$ cat src/hw/rcr_pkg.sv
package rcr_pkg;
  // Channel slots: two buck channels then two LDO channels
  localparam int NCH       = 4;
  localparam int CH_THREE  = 0;
  localparam int CH_FOUR   = 1;
  localparam int CH_FIVE   = 2;
  localparam int CH_SIX    = 3;

  // Bus geometry: byte address is four times the register index
  localparam int ADR_W     = 10;
  localparam int IDX_LSB   = 2;
  localparam int IDX_MSB   = 9;

  // Register indices
  localparam logic [7:0] IDX_C3_CTRL  = 8'h32;
  localparam logic [7:0] IDX_C4_VLO   = 8'h40;
  localparam logic [7:0] IDX_C4_VHI   = 8'h41;
  localparam logic [7:0] IDX_C4_CTRL  = 8'h42;
  localparam logic [7:0] IDX_C5_VOLT  = 8'h50;
  localparam logic [7:0] IDX_C5_CTRL  = 8'h51;
  localparam logic [7:0] IDX_C6_VOLT  = 8'h58;
  localparam logic [7:0] IDX_C6_CTRL  = 8'h59;
  localparam logic [7:0] IDX_IRQ_STAT = 8'hA0;
  localparam logic [7:0] IDX_IRQ_CLR  = 8'hA1;
  localparam logic [7:0] IDX_IRQ_EN   = 8'hA2;

  // Control register fields
  localparam int BIT_ON    = 7;
  localparam int BIT_OPT   = 2;
  localparam int BIT_FIE   = 1;
  localparam int BIT_PG    = 0;

  // Voltage code width and reset values
  localparam int VCODE_W   = 6;
  localparam logic [5:0]  VCODE_RST = 6'h00;
  localparam logic [3:0]  CH_RST    = 4'h0;
  localparam logic [1:0]  PAIR_RST  = 2'h0;
  localparam logic [31:0] RD_ZERO   = 32'h0000_0000;
endpackage : rcr_pkg

$ cat src/hw/rcr_chan_if.sv
`timescale 1ns/100ps
// Per-channel link between the register file and a channel monitor
interface rcr_chan_if;
  logic on;
  logic irq_en;
  logic pg;
  logic fault;

  modport regs (output on, output irq_en, input pg, input fault);
  modport chan (input on, input irq_en, output pg, output fault);
endinterface : rcr_chan_if

$ cat src/hw/rcr_chan.sv
`timescale 1ns/100ps
// Power-good synchroniser and fault event detector for one channel
module rcr_chan (
  input  logic clk_i,
  input  logic rst_i,
  input  logic ce_i,
  input  logic power_good_i,
  rcr_chan_if.chan ch
);

  logic pg_meta_r;
  logic pg_sync_r;
  logic pg_prev_r;
  logic fault_r;

  // Two-stage synchroniser on the analog comparator level
  always_ff @(posedge clk_i)
  begin
    if (rst_i)
    begin
      pg_meta_r <= 1'b0;
      pg_sync_r <= 1'b0;
    end
    else if (ce_i)
    begin
      pg_meta_r <= power_good_i;
      pg_sync_r <= pg_meta_r;
    end
  end

  // Falling power-good while on and allowed raises one fault pulse
  always_ff @(posedge clk_i)
  begin
    if (rst_i)
    begin
      pg_prev_r <= 1'b0;
      fault_r   <= 1'b0;
    end
    else if (ce_i)
    begin
      pg_prev_r <= pg_sync_r;
      fault_r   <= pg_prev_r & ~pg_sync_r & ch.on & ch.irq_en;
    end
  end

  assign ch.pg    = pg_sync_r;
  assign ch.fault = fault_r;
endmodule : rcr_chan

$ cat src/hw/rcr_regs.sv
`timescale 1ns/100ps
// Behaviour
// - Control bit 7 turns the regulator on or off and reads back.
// - Buck control bit 2 picks 180 degree or aligned switching phase.
// - Control bit 1 enables fault interrupts; cleared, no fault is raised.
// - Control bit 0 reads power-good; writes to it are ignored.
// - Dual buck uses primary code while voltage select is low.
// - Dual buck uses secondary code while voltage select is high.
// - Each LDO has one six-bit voltage code setting its output.
// - LDO bit 2 allows discharge while off; zero never discharges.
module rcr_regs (
  input  logic        clk_i,
  input  logic        rst_i,
  input  logic        ce_i,
  input  logic        cyc_i,
  input  logic        stb_i,
  input  logic        we_i,
  input  logic [9:0]  adr_i,
  input  logic [3:0]  sel_i,
  input  logic [31:0] dat_i,
  output logic [31:0] dat_o,
  output logic        ack_o,
  input  logic [3:0]  power_good_i,
  input  logic        voltage_select_input_i,
  output logic [3:0]  reg_on_o,
  output logic [1:0]  phase_shift_o,
  output logic [5:0]  buck_setpoint_o,
  output logic [5:0]  ldo5_code_o,
  output logic [5:0]  ldo6_code_o,
  output logic [1:0]  bleed_switch_o,
  output logic        irq_o
);

  logic [3:0]  on_r;
  logic [3:0]  fie_r;
  logic [1:0]  phase_r;
  logic [1:0]  bleed_en_r;
  logic [5:0]  pri_code_r;
  logic [5:0]  sec_code_r;
  logic [5:0]  ldo5_code_r;
  logic [5:0]  ldo6_code_r;
  logic [3:0]  irq_stat_r;
  logic [3:0]  irq_en_r;
  logic        voltage_select_input_meta_r;
  logic        voltage_select_input_sync_r;
  logic [5:0]  setpoint_r;
  logic [1:0]  bleed_r;
  logic        irq_r;
  logic        ack_r;
  logic [31:0] dat_r;
  logic [3:0]  ch_pg;
  logic [3:0]  ch_fault;
  logic [7:0]  idx;
  logic        wr_go;
  logic [31:0] rdata;

  // Register index and write strobe at the acknowledging edge
  assign idx   = adr_i[rcr_pkg::IDX_MSB:rcr_pkg::IDX_LSB];
  assign wr_go = ce_i & cyc_i & stb_i & we_i & ack_r & sel_i[0];

  // Channel monitors, one per channel
  genvar g;
  generate
    for (g = 0; g < rcr_pkg::NCH; g++)
    begin : g_ch
      rcr_chan_if u_if ();
      assign u_if.on     = on_r[g];
      assign u_if.irq_en = fie_r[g];
      assign ch_pg[g]    = u_if.pg;
      assign ch_fault[g] = u_if.fault;
      rcr_chan u_chan (
        .clk_i        (clk_i),
        .rst_i        (rst_i),
        .ce_i         (ce_i),
        .power_good_i (power_good_i[g]),
        .ch           (u_if)
      );
    end
  endgenerate

  // Control byte assembly; reserved bits stay zero
  function automatic logic [31:0] ctrl_rd(input logic on, input logic opt,
                                          input logic fie, input logic pg);
    logic [31:0] b;
    b = rcr_pkg::RD_ZERO;
    b[rcr_pkg::BIT_ON]  = on;
    b[rcr_pkg::BIT_OPT] = opt;
    b[rcr_pkg::BIT_FIE] = fie;
    b[rcr_pkg::BIT_PG]  = pg;
    return b;
  endfunction : ctrl_rd

  // Read multiplexer; unmapped indices read zero
  always_comb
  begin
    rdata = rcr_pkg::RD_ZERO;
    case (idx)
      rcr_pkg::IDX_C3_CTRL:
        rdata = ctrl_rd(on_r[rcr_pkg::CH_THREE], phase_r[0],
                        fie_r[rcr_pkg::CH_THREE], ch_pg[rcr_pkg::CH_THREE]);
      rcr_pkg::IDX_C4_CTRL:
        rdata = ctrl_rd(on_r[rcr_pkg::CH_FOUR], phase_r[1],
                        fie_r[rcr_pkg::CH_FOUR], ch_pg[rcr_pkg::CH_FOUR]);
      rcr_pkg::IDX_C5_CTRL:
        rdata = ctrl_rd(on_r[rcr_pkg::CH_FIVE], bleed_en_r[0],
                        fie_r[rcr_pkg::CH_FIVE], ch_pg[rcr_pkg::CH_FIVE]);
      rcr_pkg::IDX_C6_CTRL:
        rdata = ctrl_rd(on_r[rcr_pkg::CH_SIX], bleed_en_r[1],
                        fie_r[rcr_pkg::CH_SIX], ch_pg[rcr_pkg::CH_SIX]);
      rcr_pkg::IDX_C4_VLO:   rdata[5:0] = pri_code_r;
      rcr_pkg::IDX_C4_VHI:   rdata[5:0] = sec_code_r;
      rcr_pkg::IDX_C5_VOLT:  rdata[5:0] = ldo5_code_r;
      rcr_pkg::IDX_C6_VOLT:  rdata[5:0] = ldo6_code_r;
      rcr_pkg::IDX_IRQ_STAT: rdata[3:0] = irq_stat_r;
      rcr_pkg::IDX_IRQ_EN:   rdata[3:0] = irq_en_r;
      default:               rdata = rcr_pkg::RD_ZERO;
    endcase
  end

  // Bus answer: ack one cycle after the request, then drop
  always_ff @(posedge clk_i)
  begin
    if (rst_i)
    begin
      ack_r <= 1'b0;
      dat_r <= rcr_pkg::RD_ZERO;
    end
    else if (ce_i)
    begin
      ack_r <= cyc_i & stb_i & ~ack_r;
      if (cyc_i & stb_i & ~ack_r)
        dat_r <= rdata;
    end
  end

  // Control fields; bits 0 and 6:3 are never stored
  always_ff @(posedge clk_i)
  begin
    if (rst_i)
    begin
      on_r       <= rcr_pkg::CH_RST;
      fie_r      <= rcr_pkg::CH_RST;
      phase_r    <= rcr_pkg::PAIR_RST;
      bleed_en_r <= rcr_pkg::PAIR_RST;
    end
    else if (wr_go)
    begin
      case (idx)
        rcr_pkg::IDX_C3_CTRL:
        begin
          on_r[rcr_pkg::CH_THREE]  <= dat_i[rcr_pkg::BIT_ON];
          phase_r[0]               <= dat_i[rcr_pkg::BIT_OPT];
          fie_r[rcr_pkg::CH_THREE] <= dat_i[rcr_pkg::BIT_FIE];
        end
        rcr_pkg::IDX_C4_CTRL:
        begin
          on_r[rcr_pkg::CH_FOUR]  <= dat_i[rcr_pkg::BIT_ON];
          phase_r[1]              <= dat_i[rcr_pkg::BIT_OPT];
          fie_r[rcr_pkg::CH_FOUR] <= dat_i[rcr_pkg::BIT_FIE];
        end
        rcr_pkg::IDX_C5_CTRL:
        begin
          on_r[rcr_pkg::CH_FIVE]  <= dat_i[rcr_pkg::BIT_ON];
          bleed_en_r[0]           <= dat_i[rcr_pkg::BIT_OPT];
          fie_r[rcr_pkg::CH_FIVE] <= dat_i[rcr_pkg::BIT_FIE];
        end
        rcr_pkg::IDX_C6_CTRL:
        begin
          on_r[rcr_pkg::CH_SIX]  <= dat_i[rcr_pkg::BIT_ON];
          bleed_en_r[1]          <= dat_i[rcr_pkg::BIT_OPT];
          fie_r[rcr_pkg::CH_SIX] <= dat_i[rcr_pkg::BIT_FIE];
        end
        default: ;
      endcase
    end
  end

  // Voltage codes; bits 7:6 are dropped
  always_ff @(posedge clk_i)
  begin
    if (rst_i)
    begin
      pri_code_r  <= rcr_pkg::VCODE_RST;
      sec_code_r  <= rcr_pkg::VCODE_RST;
      ldo5_code_r <= rcr_pkg::VCODE_RST;
      ldo6_code_r <= rcr_pkg::VCODE_RST;
    end
    else if (wr_go)
    begin
      case (idx)
        rcr_pkg::IDX_C4_VLO:  pri_code_r  <= dat_i[5:0];
        rcr_pkg::IDX_C4_VHI:  sec_code_r  <= dat_i[5:0];
        rcr_pkg::IDX_C5_VOLT: ldo5_code_r <= dat_i[5:0];
        rcr_pkg::IDX_C6_VOLT: ldo6_code_r <= dat_i[5:0];
        default: ;
      endcase
    end
  end

  // Sticky fault status; a new event wins over a clear
  always_ff @(posedge clk_i)
  begin
    if (rst_i)
      irq_stat_r <= rcr_pkg::CH_RST;
    else if (ce_i)
    begin
      if (wr_go && idx == rcr_pkg::IDX_IRQ_CLR)
        irq_stat_r <= (irq_stat_r & ~dat_i[3:0]) | ch_fault;
      else
        irq_stat_r <= irq_stat_r | ch_fault;
    end
  end

  // Interrupt enable register
  always_ff @(posedge clk_i)
  begin
    if (rst_i)
      irq_en_r <= rcr_pkg::CH_RST;
    else if (wr_go && idx == rcr_pkg::IDX_IRQ_EN)
      irq_en_r <= dat_i[3:0];
  end

  // Voltage select synchroniser, then the setpoint multiplexer
  always_ff @(posedge clk_i)
  begin
    if (rst_i)
    begin
      voltage_select_input_meta_r <= 1'b0;
      voltage_select_input_sync_r <= 1'b0;
      setpoint_r  <= rcr_pkg::VCODE_RST;
    end
    else if (ce_i)
    begin
      voltage_select_input_meta_r <= voltage_select_input_i;
      voltage_select_input_sync_r <= voltage_select_input_meta_r;
      setpoint_r  <= voltage_select_input_sync_r ? sec_code_r : pri_code_r;
    end
  end

  // Discharge switches and interrupt line
  always_ff @(posedge clk_i)
  begin
    if (rst_i)
    begin
      bleed_r <= rcr_pkg::PAIR_RST;
      irq_r   <= 1'b0;
    end
    else if (ce_i)
    begin
      bleed_r <= bleed_en_r & ~on_r[rcr_pkg::CH_SIX:rcr_pkg::CH_FIVE];
      irq_r   <= |(irq_stat_r & irq_en_r);
    end
  end

  assign dat_o           = dat_r;
  assign ack_o           = ack_r;
  assign reg_on_o        = on_r;
  assign phase_shift_o   = phase_r;
  assign buck_setpoint_o = setpoint_r;
  assign ldo5_code_o     = ldo5_code_r;
  assign ldo6_code_o     = ldo6_code_r;
  assign bleed_switch_o  = bleed_r;
  assign irq_o           = irq_r;
endmodule : rcr_regs
$ cat config.mk
export PLATFORM = sky130hd
export DESIGN_NAME = rcr_regs
export DESIGN_NICKNAME = d
export VERILOG_FILES = /design/src/hw/rcr_pkg.sv /design/src/hw/rcr_chan_if.sv /design/src/hw/rcr_chan.sv /design/src/hw/rcr_regs.sv
export SDC_FILE = /design/constraint.sdc
export NUM_CORES = 1
export LEC_CHECK = 0
export BUFFER_PORTS_ARGS = -buffer_cell sky130_fd_sc_hd__buf_2
export CAP_MARGIN = 0
export CELL_PAD_IN_SITES_DETAIL_PLACEMENT = 1
export CELL_PAD_IN_SITES_GLOBAL_PLACEMENT = 1
export CORE_MARGIN = 2
export CORE_UTILIZATION = 30
export DETAILED_ROUTE_END_ITERATION = 8
export PLACE_DENSITY = 0.64
export REMOVE_ABC_BUFFERS = 1
export SLEW_MARGIN = 25
export SYNTH_ARGS = -nofsm -noshare
export SYNTH_HDL_FRONTEND = slang
export SYNTH_SLANG_ARGS = --single-unit
export TNS_END_PERCENT = 100
$ cat constraint.sdc
create_clock -name clk_i -period 2.05 [get_ports clk_i]
set_input_delay 0.1025 -clock clk_i [delete_from_list [all_inputs] [get_ports clk_i]]
set_output_delay 0.1025 -clock clk_i [all_outputs]
set_load 0.05 [all_outputs]
==> impl_metrics.csv <==
group,metric,value,unit
global_routing,via_count_of_the_first_global_routing_pass,3183,
cts,cts.sink_count,79,
cts,cts_resized,0,
placed_design,port_buffers,61,
synthesis,netlist_instances,415,
worst_setup_path,critical_path_arrival,2000,ps
layout,final_cell_mix,"sky130_fd_sc_hd__nor2_1, sky130_fd_sc_hd__dfxtp_1, sky130_fd_sc_hd__mux2i_1",
flow_run,timing.max_cap.violations,0,
detailed_routing,routed_wire_length_per_instance,17.0,um
cts,cts.clk_slew.worst_paths,60,ps
power_and_ir_drop,power_density,776,nW/um2
detailed_routing,antenna_left,0,
floorplanning,num_io_pins,117,
detailed_routing,via_count,3121,
detailed_routing,topRoutingLayerUsed,"met5",
global_routing,globalRouteOverflowTotal,0,
worst_setup_path,r2r_setup_slack,260,ps
timing,slew_violations,0,
global_routing,antenna_found_initial,1,
timing,final_report_setup_violation_count,0,
timing,timing.setup.tns,0,ps
detailed_routing,drt_pass1_iterations,4,
timing,tightest_pin_transition,545,ps
cts,tritoncts,"built",
worst_setup_path,worstSetupPathType,"reg -> reg",
layout,areaGrowthSynthToFinish,17.6,%
placed_design,dpl-instance-area,4170,um2
timing,slew_headroom,63.3,%
timing,layout_worst_path_cycle_share,87.2,%
synthesis,postSynthAreaPerCell,9.21,um2
hold_path,hold_end,"g_ch[3].u_chan.pg_meta_r",
outcome,outcome,"finished, final reports clean",
worst_setup_path,timing.reg2reg.worst_path_depth,4,
synthesis,postSynth.topFlopCell,"sky130_fd_sc_hd__dfxtp_1",
worst_setup_path,critPathLaunchType,"flop",
global_routing,grt_max_degree,41,
floorplanning,dieArea,13700,um2
layout,mostFrequentLayoutCell,"sky130_fd_sc_hd__nor2_1",
placed_design,detailed_place_hpwl,8100,um
power_and_ir_drop,cellLeakagePower,1.78,nW
worst_setup_path,crit_fanout,10,
hold_path,holdPathStages,3,
layout,postLayoutCellArea,4490,um2
detailed_routing,detail_route.wirelength,11000,um
worst_setup_path,r2r_end,"ldo5_code_o[0]",
detailed_routing,dr.first_iter.drc_count,146,
layout,fin_nets,525,
floorplanning,core_area,12500,um2
synthesis,netlist.top_cell.by_area,"sky130_fd_sc_hd__dfxtp_1",
synthesis,leading_cell_types_by_total_area_after_synthesis,"sky130_fd_sc_hd__dfxtp_1, sky130_fd_sc_hd__mux2i_1, sky130_fd_sc_hd__nor2_1, sky130_fd_sc_hd__buf_4, sky130_fd_sc_hd__a22oi_1",
synthesis,ys_warn_count,0,
synthesis,yosysSeqAreaShare,41.4,%
detailed_routing,wl_met3,649,um
cts,ctsHtreeMaxLevel,3,
worst_setup_path,worst_ep_required_time,2260,ps
synthesis,synth_async_sr_flop_share,0,%
cts,clock-root-buffer,"sky130_fd_sc_hd__clkbuf_16",
floorplanning,horiz_die_dim,117,um
timing,max_freq,560,MHz
timing,rsz_0062_raised_after_global_routing,"no",
floorplanning,initial_utilization,30.5,%
cts,maximum_count_of_clock_buffers_along_a_single_path,2,
hold_path,min-delay-path-class,"in -> reg",
worst_setup_path,worst_setup_path_end_kind,"flop",
placed_design,gp_routability_congestion,0.912,
global_routing,grt_use_total,16.9,%
detailed_routing,met2_wirelength,5160,um
detailed_routing,remaining_drc_errors,0,
hold_path,timing.hold.worst.start,"power_good_i[3]",
synthesis,synth_cell_types,51,
synthesis,ys_seq_elements,79,
synthesis,synth_top_cell_area_share,41.4,%
layout,n_antenna_cell,0,
global_routing,grt_first_pass_wirelength,17400,um
cts,worst_skew_pair.late_latency,340,ps
synthesis,synth.cell_area,3820,um2
synthesis,synth-edff-count,0,
timing,timing.final.crit_period,1790,ps
floorplanning,rows,41,
timing,fin_skew,4.01,ps
layout,share_of_post_route_cells_with_drive_strength_above_1,21.8,%
detailed_routing,drt-vias-per-instance,4.84,
worst_setup_path,r2r-start,"ack_o",
floorplanning,floorplan_die_height,117,um
timing,hold_viol_final,0,
layout,fillers,1491,
cts,numCtsBuffers,9,
detailed_routing,detail_route.wirelength.met1,4980,um
power_and_ir_drop,ir_drop,0.320,mV
-- worst max-delay path, cell delays in order (launching register included) --
cell	delay (ps)
sky130_fd_sc_hd__dfxtp_1	380
sky130_fd_sc_hd__nand4_2	370
sky130_fd_sc_hd__nor3_4	610
sky130_fd_sc_hd__mux2i_1	240
sky130_fd_sc_hd__nor2_1	60
-- cell type report --
type / instances / area [um2] / share of cell area, %
Multi-Input combinational cell: 295 / 1950 / 43.3
Sequential cell: 79 / 1580 / 35.2
Timing Repair Buffer: 78 / 440 / 9.80
Clock buffer: 12 / 246 / 5.48
Tap cell: 172 / 215 / 4.79
Clock inverter: 4 / 45.0 / 1.00
Inverter: 5 / 18.8 / 0.418
-- timing repair --
| item | in CTS | in global routing |
|---|---|---|
| hold buffers | 3 | 0 |
| buffers inserted | 0 | 0 |
| endpoints found under the hold margin | 3 | 0 |
| setup endpoints to repair | 0 | 0 |
-- Yosys cell counts (5+ instances only) --
| library cell | n |
|---|---|
| sky130_fd_sc_hd__mux2i_1 | 62 |
| sky130_fd_sc_hd__dfxtp_1 | 79 |
| sky130_fd_sc_hd__buf_2 | 8 |
| sky130_fd_sc_hd__a32oi_1 | 5 |
| sky130_fd_sc_hd__buf_4 | 32 |
| sky130_fd_sc_hd__nor2_1 | 81 |
| sky130_fd_sc_hd__clkbuf_1 | 16 |
| sky130_fd_sc_hd__nand2b_1 | 5 |
| sky130_fd_sc_hd__nand2_1 | 19 |
| sky130_fd_sc_hd__a22oi_1 | 12 |
| sky130_fd_sc_hd__nand3_1 | 6 |
| sky130_fd_sc_hd__a21oi_1 | 11 |
| sky130_fd_sc_hd__o21ai_0 | 10 |
| sky130_fd_sc_hd__a211oi_1 | 6 |
| sky130_fd_sc_hd__inv_1 | 5 |
-- state kept, by name, indices dropped and copies added (netlist names), 4 cells and up --
| name | count |
|---|---|
| buck_setpoint_o | 6 |
| dat_o | 7 |
| fie_r | 4 |
| g_ch.u_chan.ch.fault | 4 |
| g_ch.u_chan.ch.pg | 4 |
| g_ch.u_chan.pg_meta_r | 4 |
| g_ch.u_chan.pg_prev_r | 4 |
| irq_en_r | 4 |
| irq_stat_r | 4 |
| ldo5_code_o | 6 |
| ldo6_code_o | 6 |
| pri_code_r | 6 |
| reg_on_o | 4 |
| sec_code_r | 6 |
-- logic make-up after synthesis --
kind of cell / after synthesis / share of synthesized area (%)
AND/OR/NAND/NOR: 146 / 20.7
flip-flops: 79 / 41.4
buffers and inverters: 65 / 10.0
multiplexers: 64 / 16.8
AO/OA/AOI/OAI: 60 / 11.0
other: 1 / 0.0981
-- metal layers --
| layer | vias up | GRT usage [%] |
|---|---|---|
| met3 | 16 | 5.97 |
| met4 | 2 | 4.78 |
| li1 | 1508 | - |
| met1 | 1517 | 20.8 |
| met2 | 78 | 27.9 |
| met5 | - | 0 |
-- where the power goes --
group | total (mW) | switching, mW | internal (mW)
sequential | 1.57 | 0.0121 | 1.55
combinational | 0.335 | 0.257 | 0.0779
clock | 1.59 | 0.617 | 0.970
total | 3.49 | 0.886 | 2.60
-- how the worst max path moves through the flow --
stage	endpoint	from	cells past startpoint
2_1_floorplan	ldo6_code_o[1]	ack_o	4
3_3_place_gp	ldo5_code_o[0]	ce_i	6
3_5_place_dp	ldo5_code_o[2]	ce_i	6
4_1_cts	ldo5_code_o[0]	ack_o	4
5_1_grt	dat_o[0]	g_ch[3].u_chan.ch.pg	5
6_report	ldo5_code_o[0]	ack_o	4
-- through the flow --
stage	util (%)	std cells	power, mW	hold WS [ps]	worst slack (ps)
2_1_floorplan	-	379	1.79	172	115
3_3_place_gp	33.3	626	1.92	339	160
3_5_place_dp	33.3	626	1.93	347	133
4_1_cts	35.9	645	3.52	3.34	242
5_1_grt	35.9	645	3.62	24.3	115
6_report	35.9	645	3.49	1.78	263
Note: power is estimated with default switching activity, not from simulation.
